**config.mk**
```make
export PLATFORM = sky130hd
export DESIGN_NAME = pps_port_status
export DESIGN_NICKNAME = d
export VERILOG_FILES = /design/src/verilog/pps_latch_flag.v /design/src/verilog/pps_port_status.v
export VERILOG_INCLUDE_DIRS = /design/src /design/src/verilog
export SDC_FILE = /design/constraint.sdc
export NUM_CORES = 1
export LEC_CHECK = 0
export BUFFER_PORTS_ARGS = -buffer_cell sky130_fd_sc_hd__buf_2
export CELL_PAD_IN_SITES_DETAIL_PLACEMENT = 1
export CELL_PAD_IN_SITES_GLOBAL_PLACEMENT = 1
export CORE_MARGIN = 2
export CORE_UTILIZATION = 34
export DETAILED_ROUTE_END_ITERATION = 8
export PLACE_DENSITY = 0.83
export SYNTH_ARGS = -nofsm -noshare
export SYNTH_HDL_FRONTEND = slang
export SYNTH_SLANG_ARGS = --single-unit
export TNS_END_PERCENT = 5
```
**constraint.sdc**
```tcl
create_clock -name mclk -period 2.5 [get_ports mclk]
set_input_delay 0.125 -clock mclk [delete_from_list [all_inputs] [get_ports mclk]]
set_output_delay 0.125 -clock mclk [all_outputs]
set_load 0.005 [all_outputs]
```
**src/verilog/pps_regs.vh**
```
// Purpose: Constants for the port status register block
// Assumes: Management register index space of 32 registers, 16-bit data
// Notes:   Bit positions are within the 16-bit register word
`ifndef PPS_REGS_VH
`define PPS_REGS_VH
// ----------------------------------------
// Register addresses
// ----------------------------------------
`define PPS_ADDR_INT_CTRL    5'h11
`define PPS_ADDR_INT_STATUS  5'h12
`define PPS_ADDR_PORT_CFG    5'h13
`define PPS_ADDR_PORT_STATUS 5'h14
// ----------------------------------------
// Port status bit positions
// ----------------------------------------
`define PPS_ST_LINK      13
`define PPS_ST_DUPLEX    12
`define PPS_ST_SPEED     11
`define PPS_ST_AN_DONE   9
`define PPS_ST_PAGE_RX   8
`define PPS_ST_RES7      7
`define PPS_ST_LOCK      6
`define PPS_ST_SYM_ERR   5
`define PPS_ST_MLT3_ERR  4
`define PPS_ST_LOW_VOLT  2
`define PPS_ST_RES1      1
// ----------------------------------------
// Port configuration bit positions
// ----------------------------------------
`define PPS_CFG_LINK_TEST  8
`define PPS_CFG_SCR_BYPASS 3
`define PPS_CFG_FIBER      2
// ----------------------------------------
// Interrupt control and status bit positions
// ----------------------------------------
`define PPS_IC_ENABLE 1
`define PPS_IC_TEST   0
`define PPS_IS_PEND   15
// ----------------------------------------
// Reset values
// ----------------------------------------
`define PPS_RST_ZERO16 16'h0000
`endif
```
**src/verilog/pps_latch_flag.v**
```verilog
// Purpose: One latching-high status flag with clear on read
// Assumes: Event and read strobe synchronous to mclk
// Notes:   A new event in the read cycle keeps the flag set
`timescale 1ns/1ps
module pps_latch_flag (
  input  wire mclk,
  input  wire reset_n,
  input  wire event_in,
  input  wire read_clear,
  output reg  flag
);
  // Set wins over clear; clear only once condition is gone
  always @(posedge mclk) begin
    if (!reset_n) begin
      flag <= 1'b0;
    end else if (event_in) begin
      flag <= 1'b1;
    end else if (read_clear) begin
      flag <= 1'b0;
    end
  end
endmodule // pps_latch_flag

```
**src/verilog/pps_port_status.v**
```verilog
// Purpose: Port status register with its neighbours for one transceiver port
// Assumes: Management frame decoder delivers one-cycle read/write strobes
// Notes:   Read data is registered and valid the cycle after the read strobe
`timescale 1ns/1ps
`include "pps_regs.vh"
module pps_port_status #(
  parameter FIBER_CAPABLE = 1'b1
) (
  input  wire        mclk,
  input  wire        reset_n,
  input  wire [4:0]  reg_addr,
  input  wire        reg_rd,
  input  wire        reg_wr,
  input  wire [15:0] reg_wdata,
  output reg  [15:0] reg_rdata,
  input  wire        link_up,
  input  wire        full_duplex,
  input  wire        speed_100,
  input  wire        mode_100tx,
  input  wire        an_enable,
  input  wire        an_complete,
  input  wire        page_received,
  input  wire        cipher_locked,
  input  wire        symbol_error,
  input  wire        mlt3_error,
  input  wire        low_voltage,
  input  wire        int_event,
  input  wire        autoneg_off_strap,
  input  wire        scrambler_bypass_strap,
  input  wire        fiber_select_strap,
  output wire        link_test_disable,
  output wire        scrambler_bypass,
  output wire        fiber_mode,
  output reg         int_n
);
  reg        strap_done;
  reg        link_test_bit;
  reg        scr_bypass_bit;
  reg        fiber_bit;
  reg        interrupt_enable_bit;
  reg        int_test_bit;
  reg        int_pending;
  reg        res7_bit;
  wire       rd_status;
  wire       rd_int_status;
  wire       wr_status;
  wire       wr_cfg;
  wire       wr_int_ctrl;
  wire       int_cause;
  wire       sym_flag;
  wire       mlt3_flag;
  wire       lv_flag;
  wire [15:0] status_word;

  // ----------------------------------------
  // Access decode
  // ----------------------------------------
  // Exact index match shared by every strobe decode
  function pps_addr_hit (input [4:0] addr, input [4:0] target);
    pps_addr_hit = (addr == target);
  endfunction

  // One-cycle strobes per register, qualified by the index
  assign rd_status     = reg_rd && pps_addr_hit(reg_addr, `PPS_ADDR_PORT_STATUS);
  assign rd_int_status = reg_rd && pps_addr_hit(reg_addr, `PPS_ADDR_INT_STATUS);
  assign wr_status     = reg_wr && pps_addr_hit(reg_addr, `PPS_ADDR_PORT_STATUS);
  assign wr_cfg        = reg_wr && pps_addr_hit(reg_addr, `PPS_ADDR_PORT_CFG);
  assign wr_int_ctrl   = reg_wr && pps_addr_hit(reg_addr, `PPS_ADDR_INT_CTRL);

  // ----------------------------------------
  // Latching-high flags
  // ----------------------------------------
  // Condition still present sets again, so read only clears a gone event
  // Received symbol errors
  pps_latch_flag u_sym (
    .mclk       (mclk),
    .reset_n    (reset_n),
    .event_in   (symbol_error),
    .read_clear (rd_status),
    .flag       (sym_flag)
  );

  // Line-code errors on the receive path
  pps_latch_flag u_mlt3 (
    .mclk       (mclk),
    .reset_n    (reset_n),
    .event_in   (mlt3_error),
    .read_clear (rd_status),
    .flag       (mlt3_flag)
  );

  // Supply low-voltage detector reports
  pps_latch_flag u_lv (
    .mclk       (mclk),
    .reset_n    (reset_n),
    .event_in   (low_voltage),
    .read_clear (rd_status),
    .flag       (lv_flag)
  );

  // ----------------------------------------
  // Status word assembly
  // ----------------------------------------
  // Live levels beside the latched flags, captured at the read edge
  assign status_word = {2'b00,
                        link_up,
                        full_duplex,
                        speed_100,
                        1'b0,
                        an_complete,
                        page_received,
                        res7_bit,
                        mode_100tx & cipher_locked,
                        sym_flag,
                        mlt3_flag,
                        1'b0,
                        lv_flag,
                        2'b00};

  // ----------------------------------------
  // Configuration bits with strap defaults
  // ----------------------------------------
  // Straps caught by clocked load on the first cycle after reset release
  always @(posedge mclk) begin
    if (!reset_n) begin
      strap_done     <= 1'b0;
      link_test_bit  <= 1'b0;
      scr_bypass_bit <= 1'b0;
      fiber_bit      <= 1'b0;
    end else if (!strap_done) begin
      strap_done     <= 1'b1;
      link_test_bit  <= (~an_enable) & autoneg_off_strap;
      scr_bypass_bit <= scrambler_bypass_strap;
      fiber_bit      <= fiber_select_strap;
    end else if (wr_cfg) begin
      link_test_bit  <= reg_wdata[`PPS_CFG_LINK_TEST];
      scr_bypass_bit <= reg_wdata[`PPS_CFG_SCR_BYPASS];
      fiber_bit      <= reg_wdata[`PPS_CFG_FIBER];
    end
  end

  // Config outputs follow the stored bits; fiber needs a capable port
  assign link_test_disable = link_test_bit;
  assign scrambler_bypass  = scr_bypass_bit;
  assign fiber_mode        = fiber_bit & FIBER_CAPABLE;

  // ----------------------------------------
  // Writable reserved bit and interrupt control
  // ----------------------------------------
  // Reserved bit 7 stores what is written; station keeps it zero
  always @(posedge mclk) begin
    if (!reset_n) begin
      res7_bit             <= 1'b0;
      interrupt_enable_bit <= 1'b0;
      int_test_bit         <= 1'b0;
    end else begin
      if (wr_status) begin
        res7_bit <= reg_wdata[`PPS_ST_RES7];
      end
      if (wr_int_ctrl) begin
        interrupt_enable_bit <= reg_wdata[`PPS_IC_ENABLE];
        int_test_bit         <= reg_wdata[`PPS_IC_TEST];
      end
    end
  end

  // ----------------------------------------
  // Interrupt pending and output
  // ----------------------------------------
  // Interrupt source gated by the enable bit
  assign int_cause = interrupt_enable_bit && (int_event || int_test_bit);

  // Pending set only while enabled; set wins over read clear
  always @(posedge mclk) begin
    if (!reset_n) begin
      int_pending <= 1'b0;
      int_n       <= 1'b1;
    end else begin
      if (int_cause) begin
        int_pending <= 1'b1;
      end else if (!interrupt_enable_bit) begin
        int_pending <= 1'b0;
      end else if (rd_int_status) begin
        int_pending <= 1'b0;
      end
      // Output lags pending by one edge
      int_n <= ~(interrupt_enable_bit && (int_pending || int_test_bit));
    end
  end

  // ----------------------------------------
  // Read data mux
  // ----------------------------------------
  // Registered read data; unmapped addresses read zero
  always @(posedge mclk) begin
    if (!reset_n) begin
      reg_rdata <= `PPS_RST_ZERO16;
    end else if (reg_rd) begin
      case (reg_addr)
        `PPS_ADDR_PORT_STATUS: reg_rdata <= status_word;
        `PPS_ADDR_PORT_CFG:    reg_rdata <= {7'h00, link_test_bit, 4'h0, scr_bypass_bit, fiber_bit, 2'b00};
        `PPS_ADDR_INT_CTRL:    reg_rdata <= {14'h0000, interrupt_enable_bit, int_test_bit};
        `PPS_ADDR_INT_STATUS:  reg_rdata <= {int_pending, 15'h0000};
        default:               reg_rdata <= `PPS_RST_ZERO16;
      endcase
    end
  end
endmodule // pps_port_status

```
==> results of run 1 <==
report_power, final:
part           internal, mW  switching [mW]
clock network        0.0566           0.122
registers             0.423         0.00640
logic                0.0404          0.0496
worst reg2reg max path, stage by stage, from the launching register on:
cell	delay, ns
dfxtp_1	0.46
a21oi_1	0.08
a311oi_2	0.23
repair_timing:
item                                   in CTS  in global routing
hold buffers                                0                  2
setup endpoints to repair                   0                  0
endpoints found under the hold margin       0                  2
setup buffers                               0                  0
cell families (layout without fill, tap and decap cells):
logic type / after synthesis / in the layout / share of synthesized area [%]
and+or+nand+nor: 51 / 51 / 29.4
AOI/OAI and AO/OA: 40 / 40 / 20.4
DFF: 26 / 26 / 43.7
buffers and inverters: 13 / 56 / 5.26
other: 1 / 2 / 0.315
muxes: 1 / 1 / 0.841
cell usage in the layout (no fill, tap or decap), types with 3 or more instances in the layout:
master / netlist / layout
a21oi_1: 16 / 16
o21a_1: 3 / 3
clkbuf_4: 0 / 3
nand2b_1: 13 / 13
dfxtp_1: 26 / 26
inv_1: 4 / 4
a21boi_0: 3 / 3
a31oi_1: 5 / 5
buf_2: 2 / 47
nand3_1: 8 / 8
o21ai_0: 7 / 7
nand4_1: 11 / 11
nand2_1: 3 / 3
state kept, by name, indices dropped and copies added, names as in the netlist:
register / flops
strap_done: 1
int_n: 1
link_test_disable: 1
int_pending: 1
interrupt_enable_bit: 1
res7_bit: 1
int_test_bit: 1
u_lv.flag: 1
u_sym.flag: 1
fiber_mode: 1
reg_rdata: 14
scrambler_bypass: 1
u_mlt3.flag: 1
cell type report:
| cell class | count | area (sq um) |
|---|---|---|
| fill | 426 | 1860 |
| multi-input combinational | 94 | 611 |
| sequential | 26 | 520 |
| timing repair buffer | 49 | 255 |
| tap | 46 | 57.6 |
| clock buffer | 3 | 22.5 |
| inverter | 4 | 15.0 |
cells in the mapped netlist, drive strengths merged, types with 2 or more instances:
cell	number	area [sq um]
o21ai	9	45.0
nand4	11	68.8
clkbuf	4	15.0
nor2b	2	15.0
and3b	2	17.5
nand2b	13	81.3
a31oi	5	31.3
nand3	9	50.1
nand2	3	11.3
and3	2	12.5
and4bb	2	25.0
buf	5	32.5
inv	4	15.0
o21a	3	22.5
dfxtp	26	521
a21boi	3	22.5
a21oi	16	80.1
final timing paths:
path,endpoint,slack [ns],startpoint,depth (start not counted)
setup reg to reg,link_test_disable$_SDFFE_PN0P_,1.66,strap_done$_DFF_P_,2
setup / recovery,int_pending$_SDFFE_PN0P_,1.54,reg_rd,4
hold / removal,u_lv.flag$_SDFFE_PN0P_,0.001,low_voltage,2
hold reg to reg,res7_bit$_SDFFE_PN0P_,0.48,res7_bit$_SDFFE_PN0P_,2
per-layer routing:
metal	up-vias	GRT usage, %	wire (microns)	share of wire [%]
li1	573	-	-	-
met2	45	32.4	1640	49
met4	0	5.00	37	1.1
met3	5	3.04	200	6.0
met1	554	21.6	1480	44
met5	-	0	0	0
metrics by stage:
step                setup slack [ns]  hold WS, ns  std cells  power [mW]  area (sq um)
floorplan                       1.52        0.153        133       0.486          1190
global placement                1.24        0.339        217       0.522          1440
detailed placement              1.19        0.346        217       0.526          1440
CTS                             1.54      0.00177        220       0.699          1460
global route                    1.45      0.00747        222       0.733          1480
finish                          1.54      0.00129        222       0.698          1480
==> impl_results.md, run 1 <==
- Die area: between 3000 and 4000 sq um
- Max clock buf depth: 2
- Pins Over Slew Limit: 0
- Synth Instances: approximately 130
- Vias per cell: around 5.3
- First-pass GRT wire length: slightly below 6000 microns
- Mapped Area: between 1000 and 1500 sq um
- Clock Latency Late Sink: approximately 0.32 ns
- Worst vdd ir: ~200 uV
- Worst Setup Path Type: in -> reg
- Dpl hpwl: about 2600 microns
- Final setup fails: 0
- Routed Wire Length: between 3000 and 4000 microns
- Initial antenna violation count: 0
- H-Tree Depth: 1
- Top delay family on crit path: compound AO/OA/AOI/OAI gates
- Setup TNS: 0 ns
- Cell with the largest stage delay on the worst path: buf_2
- Core box area: between 3000 and 4000 sq um
- Normalized max-slew margin: 66.2%
- Die X: 63.2 microns
- Synth Flop Type: dfxtp_1
- CTS-repair resized insts: 0
- Clk_skew: 0.00395 ns
- Root buffer cell: clkbuf_4
- Via count: roughly 1200
- Outcome: finished, final reports clean
- Fin util: 44.4%
- Number of flops mapped to enable cells by yosys: 0
- CP Capture Type: register
- Seq/Total Area, Yosys: between 40% and 50%
- IO Port Bufs: between 40 and 50
- Iter 0 DRT Violations: 21
- P per Cell Area: between 400 and 500 nW/um^2
- DRT Pass-1 Iters: 4
- Unique cell type count in the Yosys netlist: 35
- CTS Sinks: 26
- # DRC: 0
- Diodes inserted: 0
- Largest net degree at the start of global routing: 28
- Max cap viols: 0
- CTS tree: yes
- Crit-path cells: buf_2 > nor2b_2 > a31oi_1 > o311a_1
- WP buf/inv: 1
- Worst-path maximum fanout: 27
- Synth Warn #: 0
- Worst slew pin tran: ~0.51 ns
- CP max stage delay: ~0.33 ns
- GRT overflow: 0
- Pleak: 0.617 nW
- Clock slew at reported path FFs: about 0.14 ns
- Hold WC Path Type: in -> reg
- Vias in the first global route: ~1200
- # rows: 21
- Worst Path Arrival: between 1 and 1.5 ns
- Final min period: 0.961 ns
- Fraction of layout cells with a size suffix above 1: about a third
- Asr flop ratio synth: 0%
- Final worst-path cycle share: ~38%
- Placer congestion estimate: between 0.7 and 0.8
- DR WL/cell: 15.1 microns
- Syn Area/Cell: between 9 and 10 sq um
- IO Pins: 60
- #FFs+latches synth: 26
- Num CTS Buffers: 3
- Critical path launch point type: input port
- Final net count: around 220
- Req. time, crit path: 2.73 ns
- RSZ-0062 raised after global routing: false
- Total track usage: 17.9%
- Area growth from synthesis to layout: 24.5%
- Hold Fails Final Rpt: 0
- Initial Util: ~36%
- Final ANT Viol Nets: 0
- Die Y: between 60 and 70 microns
- Fmax: 1040 MHz
(Power assumes the default switching activity.)
==> run 2, diff against run 1 <==
--- a/config.mk
+++ b/config.mk
@@ -6,13 +6,14 @@
 export SDC_FILE = /design/constraint.sdc
 export NUM_CORES = 1
 export LEC_CHECK = 0
+export ABC_AREA = 1
 export BUFFER_PORTS_ARGS = -buffer_cell sky130_fd_sc_hd__buf_2
 export CELL_PAD_IN_SITES_DETAIL_PLACEMENT = 1
 export CELL_PAD_IN_SITES_GLOBAL_PLACEMENT = 1
 export CORE_MARGIN = 2
-export CORE_UTILIZATION = 34
+export CORE_UTILIZATION = 26
 export DETAILED_ROUTE_END_ITERATION = 8
-export PLACE_DENSITY = 0.83
+export PLACE_DENSITY = 0.73
 export SYNTH_ARGS = -nofsm -noshare
 export SYNTH_HDL_FRONTEND = slang
 export SYNTH_SLANG_ARGS = --single-unit
==> constraint.sdc (replaced) <==
create_clock -name mclk -period 0.8 [get_ports mclk]
set_input_delay 0.04 -clock mclk [delete_from_list [all_inputs] [get_ports mclk]]
set_output_delay 0.04 -clock mclk [all_outputs]
set_load 0.005 [all_outputs]
==> run 2 against run 1 <==
The flow now finishes with violations (negative setup slack). Utilization fell by 5.7 points. Sequential power rose to 3.1 times the previous value. Largest cell class is now flip-flops and latches. First-iteration DRC count fell by 14%. Non-clock buffer count rose by 8. Cell count rose by 13%. Critical path depth did not move. Count of clock-buffer cells in the layout rose by 1. Synthesized cell count rose by 9.1%. Sequential cell count did not move. Highest routed layer unchanged. Largest power group unchanged.
==> impl_results.md, run 2 <==
- GRT overflow: 0
- DR WL/cell: ~13 microns
- Synth Warn #: 0
- Syn Area/Cell: roughly 7.6 sq um
- Core box area: roughly 4000 sq um
- Die area: roughly 4800 sq um
- #FFs+latches synth: 26
- Top reg by flops: reg_rdata
- Req. time, crit path: 1.00 ns
- Post-synth top area cell: dfxtp_1
- Part of the power in registers: a little over half
- Clock Latency Late Sink: ~0.27 ns
- Hold WC Path Type: in -> reg
- DRT Pass-1 Iters: 2
- H-Tree Depth: 1
- RSZ-0062 raised after global routing: true
- CTS Sinks: 26
- Fraction of layout cells with a size suffix above 1: between 40 and 50%
- Clock slew at reported path FFs: 0.09 ns
- Vias in the first global route: 1133
- Dpl hpwl: about 2400 microns
- Area contributors post-synth: dfxtp_1 (47%), nand2_1 (13%), a21oi_1 (9.6%)
- Count leader, synth: nand2_1
- Iter 0 DRT Violations: 18
- Routed Wire Length: ~3200 microns
- Pins Over Slew Limit: 0
- Inst Count DP: roughly 240
- Synth Flop Type: dfxtp_1
- Failing checks: negative setup slack
- Clk pwr share: between 30 and 40%
- IO Port Bufs: 47
- Finished Layout Cells: 250
- Final min period: roughly 0.82 ns
- Final worst-path cycle share: 103%
- Critical path launch point type: register
- Largest net degree at the start of global routing: 20
- Via count: 1163
- Unique cell type count in the Yosys netlist: 25
- Internal power of the cells: about 1.9 mW
- Synth Instances: between 100 and 150
- IO Pins: 60
- Max clock buf depth: 2
- Hold slack: between 0.01 and 0.015 ns
- Area growth from synthesis to layout: 42.1%
- Post-CTS Setup Bufs: 0
- Comb pwr share: a little under an eighth
- Final Total Pwr: roughly 2.5 mW
- P per Cell Area: ~1600 nW/um^2
- Placer congestion estimate: ~0.77
- Pleak: around 0.7 nW
- Worst R2R Start: strap_done$_DFF_P_
- Final setup fails: 4
- Worst vdd ir: 735 uV
- # rows: 23
- Root buffer cell: clkbuf_8
- Hold Fails Final Rpt: 0
- Switching Power: between 0.5 and 0.6 mW
- Final net count: roughly 240
- Outcome: finished, violations left
- Number of flops mapped to enable cells by yosys: 0
- Die X: approximately 69 microns
- Sw frac: a little under a quarter
- Clk_skew: 0.00321 ns
- Vias per cell: 4.65
- Worst Path Arrival: a little over 1 ns
- Max cap viols: 0
- CP Capture Type: register
- Initial antenna violation count: 0
- Most common cell after layout, fill and taps aside: buf_2
- Worst-path maximum fanout: 10
- Most frequent cells in the layout: buf_2 (45), nand2_1 (38), a21oi_1 (19)
- Max reg flops: 14
- Die Y: between 60 and 70 microns
- List of most frequent post-synthesis cells: nand2_1 (38), dfxtp_1 (26), a21oi_1 (21), inv_1 (9), nor2_1 (8)
- Setup ws final: -0.0213 ns
- Initial Util: a little over a quarter
- Seq/Total Area, Yosys: approximately 47%
- Num CTS Buffers: 3
- Fmax: between 1000 and 1500 MHz
- CTS tree: yes
- Critical Path Source: strap_done$_DFF_P_
- Synth top area share: 47.4%
- Final ANT Viol Nets: 0
- Hold path startpoint: full_duplex
- Total track usage: between 10% and 20%
- Mapped Area: ~1100 sq um
- Setup TNS: -0.0479 ns
- Worst Setup Path Type: reg -> reg
- Asr flop ratio synth: 0%
- Diodes inserted: 0
- # DRC: 0
- First-pass GRT wire length: 4970 microns
-- run 2: cell types whose count changed in the layout (fill, tap and decap cells not counted), sizes merged, moves of 5 or more --
| cell | previous run | this run |
|---|---|---|
| inv | 4 | 9 |
| nor2 | 1 | 11 |
| nand2 | 3 | 41 |
| a21oi | 16 | 23 |
| a31oi | 5 | 0 |
| nand2b | 13 | 1 |
| buf | 47 | 53 |
-- run 2: metrics by stage --
| step | util (%) | instance area, sq um | worst slack [ns] |
|---|---|---|---|
| after global placement | 35.3 | 1420 | -0.108 |
| after global routing | 38.7 | 1560 | -0.0985 |
| after detailed placement | 35.3 | 1420 | -0.147 |
| after floorplan | - | 1110 | -0.0532 |
| final | 38.7 | 1560 | -0.0213 |
| after CTS | 37.9 | 1530 | -0.0205 |
-- run 2: area by class of cell --
class                           count  area (sq um)
Multi-Input combinational cell    102           515
Fill cell                         531          2470
Timing Repair Buffer               57           345
Clock buffer                        4          55.1
Inverter                           11          42.5
Sequential cell                    26           538
Tap cell                           50          62.6
-- run 2: critical path, cell delays in order (launching register included) --
cell     delay (ns)
dfxtp_4        0.41
nand2_1        0.06
o21ai_1        0.08
nand2_1        0.09
a21oi_2        0.12
-- run 2: timing repair --
item,in CTS,in global routing
pin swaps,1,0
setup endpoints to repair,6,16
resized for setup,5,15
endpoints found under the hold margin,4,0
hold buffers,4,0
-- run 2: cells by family after synthesis --
| family | after synthesis | share of synthesized area (%) |
|---|---|---|
| and+or+nand+nor | 69 | 29.9 |
| buffers and inverters | 17 | 7.07 |
| other | 1 | 0.342 |
| DFF | 26 | 47.4 |
| AOI/OAI and AO/OA | 31 | 15.3 |
-- run 2: metal layers --
metal	GRT usage (%)	share of wire, %	up-vias
met3	2.11	3.9	4
met5	0	0	-
met4	5.64	1.3	0
met2	25.1	52	22
li1	-	-	580
met1	17.0	43	557
-- run 2: worst paths after layout --
check             slack, ns  cells past startpoint                    endpoint
setup / recovery      -0.02                      4     fiber_mode$_SDFFE_PN0P_
hold / removal         0.01                      3  reg_rdata[12]$_SDFFE_PN0P_
setup reg to reg      -0.02                      4     fiber_mode$_SDFFE_PN0P_
hold reg to reg        0.47                      2   reg_rdata[7]$_SDFFE_PN0P_
-- run 2: power by group through the flow --
stage               Clock, mW  Combinational [mW]  Sequential, mW
floorplan                   0               0.129            1.37
global placement            0               0.271            1.38
detailed placement          0               0.276            1.38
CTS                     0.864               0.295            1.35
global route            0.944               0.335            1.36
finish                  0.847               0.300            1.35
==> run 3, diff against run 2 <==
--- a/config.mk
+++ b/config.mk
@@ -11,9 +11,9 @@
 export CELL_PAD_IN_SITES_DETAIL_PLACEMENT = 1
 export CELL_PAD_IN_SITES_GLOBAL_PLACEMENT = 1
 export CORE_MARGIN = 2
-export CORE_UTILIZATION = 26
+export CORE_UTILIZATION = 29
 export DETAILED_ROUTE_END_ITERATION = 8
-export PLACE_DENSITY = 0.73
+export PLACE_DENSITY = 0.77
 export SYNTH_ARGS = -nofsm -noshare
 export SYNTH_HDL_FRONTEND = slang
 export SYNTH_SLANG_ARGS = --single-unit
==> constraint.sdc (replaced) <==
create_clock -name mclk -period 0.9 [get_ports mclk]
set_input_delay 0.045 -clock mclk [delete_from_list [all_inputs] [get_ports mclk]]
set_output_delay 0.045 -clock mclk [all_outputs]
set_load 0.005 [all_outputs]
==> run 3 against run 2 <==
The run now ends clean. Sequential power decreased by 11%. Critical path depth decreased by 1. Utilization up 4.0 points. Sequential cell count did not move. Non-clock buffer count rose by 5. Clock skew up 0.0040 ns. Critical endpoint is now scrambler_bypass$_SDFFE_PN0P_. Highest routed layer unchanged.
==> impl_results.md, run 3 (synthesis gave the netlist of run 2 again) <==
- Max clock buf depth: 2
- Most common cell after layout, fill and taps aside: buf_2
- Final setup fails: 0
- Switching Power: roughly 0.53 mW
- Hold WC Path Type: in -> reg
- Post-route cell area: about 1600 sq um
- Hold Fails Final Rpt: 0
- Root buffer cell: clkbuf_8
- Pins Over Slew Limit: 0
- Part of the power in registers: 49.4%
- IO Port Bufs: 47
- Placer congestion estimate: roughly 0.75
- Num CTS Buffers: 3
- CTS tree: yes
- Post-CTS Setup Bufs: 0
- Largest net degree at the start of global routing: 16
- Fraction of layout cells with a size suffix above 1: between 30% and 40%
- Final ANT Viol Nets: 0
- Top delay family on crit path: flip-flops
- Iter 0 DRT Violations: 28
- # rows: 22
- Cell with the largest stage delay on the worst path: dfxtp_4
- Most frequent cells in the layout: buf_2 (47), nand2_1 (38), dfxtp_1 (25)
- Clk_skew: 0.00717 ns
- Worst vdd ir: about 690 uV
- Pleak: between 0.7 and 0.8 nW
- Clock slew at reported path FFs: 0.09 ns
- Sw frac: 21.7%
- Worst Path Arrival: between 1 and 1.5 ns
- Top reg by flops: reg_rdata
- # DRC: 0
- Comb pwr share: between 10% and 20%
- Diodes inserted: 0
- P per Cell Area: roughly 1600 nW/um^2
- Die Y: 65.5 microns
- Die area: roughly 4300 sq um
- Worst Setup Path Type: reg -> reg
- Hold slack: approximately 0.011 ns
- Initial Util: about 30%
- RSZ-0062 raised after global routing: false
- Core box area: around 3700 sq um
- CTS Sinks: 26
- Dpl hpwl: about 2200 microns
- Vias per cell: roughly 4.6
- Final net count: 246
- Initial antenna violation count: 0
- CP Capture Type: register
- WP buf/inv: 0
- Clk pwr share: around two fifths
- Outcome: finished, final reports clean
- Die X: approximately 66 microns
- Vias in the first global route: about 1100
- Fin util: 42.7%
- H-Tree Depth: 1
- Worst-path maximum fanout: 10
- Final worst-path cycle share: 89.6%
- Via count: roughly 1200
- DR WL/cell: around 11 microns
- Total track usage: roughly 15%
- DRT Pass-1 Iters: 2
- Final min period: 0.806 ns
- Crit-path cells: o21ai_0 > nand2_1 > a21oi_1
- Area growth from synthesis to layout: 42.5%
- Routed Wire Length: 2880 microns
- Max reg flops: 14
- Internal power of the cells: between 1.5 and 2 mW
- Clock Latency Late Sink: about 0.27 ns
- Setup ws final: between 0.09 and 0.1 ns
- Finished Layout Cells: between 200 and 300
- Place WS: -0.0536 ns
- Setup TNS: 0 ns
- Inst Count DP: approximately 250
- Final Total Pwr: around 2.4 mW
- GRT overflow: 0
- Worst r2r path cells: 3
- Critical Path Stages: 3
- Critical path launch point type: register
- Fmax: around 1200 MHz
- IO Pins: 60
- Req. time, crit path: approximately 1.1 ns
- Hold path depth: 3
- CP max stage delay: 0.39 ns
- Max cap viols: 0
- Dpl cell area: around 1400 sq um
- First-pass GRT wire length: 4960 microns
-- run 3: changes by cell type in the layout (fill, tap and decap cells not counted) --
cell	previous run	this run
dfxtp_1	14	25
dfxtp_2	11	0
o21ai_0	4	6
buf_6	2	0
buf_12	1	0
buf_4	5	11
a21oi_2	4	2
a21oi_1	19	21
o21ai_1	2	0
bufinv_16	0	1
clkbuf_8	4	3
buf_2	45	47
-- run 3: power by group through the flow --
stage / Clock, mW / Combinational [mW] / Sequential (mW)
after floorplan: 0 / 0.112 / 1.22
after global placement: 0 / 0.248 / 1.23
after detailed placement: 0 / 0.252 / 1.23
after CTS: 0.982 / 0.266 / 1.20
after global routing: 1.02 / 0.301 / 1.21
final: 0.963 / 0.265 / 1.20
-- run 3: what timing repair did --
action                     CTS  global route
gates resized for setup      1             2
hold buffers                 4             0
pin swaps                    0             1
setup endpoints to repair    3             3
hold endpoints to repair     4             0
-- run 3: layer usage --
| layer | vias to the layer above | global-route usage (%) | part of all wire, % | wire length, microns |
|---|---|---|---|---|
| met2 | 20 | 26.1 | 51 | 1470 |
| met4 | 0 | 5.47 | 0.94 | 27 |
| met1 | 540 | 18.3 | 45 | 1310 |
| met5 | - | 0 | 0 | 0 |
| met3 | 2 | 1.20 | 2.7 | 77 |
| li1 | 597 | - | - | - |
-- run 3: area by class of cell --
type	count	area [sq um]
Fill cell	469	2100
Sequential cell	26	524
Multi-Input combinational cell	102	508
Timing Repair Buffer	62	358
Tap cell	48	60.1
Inverter	11	42.5
Clock buffer	3	41.3
Clock inverter	1	30.0
-- run 3: path summary, 6_finish.rpt --
check / startpoint / end / slack [ns]
worst max register to register: strap_done$_DFF_P_ / scrambler_bypass$_SDFFE_PN0P_ / 0.09
worst min register to register: reg_rdata[7]$_SDFFE_PN0P_ / reg_rdata[7]$_SDFFE_PN0P_ / 0.47
worst min-delay path: link_up / reg_rdata[13]$_SDFFE_PN0P_ / 0.01
worst max-delay path: strap_done$_DFF_P_ / scrambler_bypass$_SDFFE_PN0P_ / 0.09
-- run 3: worst min-delay path, cell delays in order --
cell	delay [ns]
buf_2	0.09
nand2_1	0.05
a21oi_1	0.05
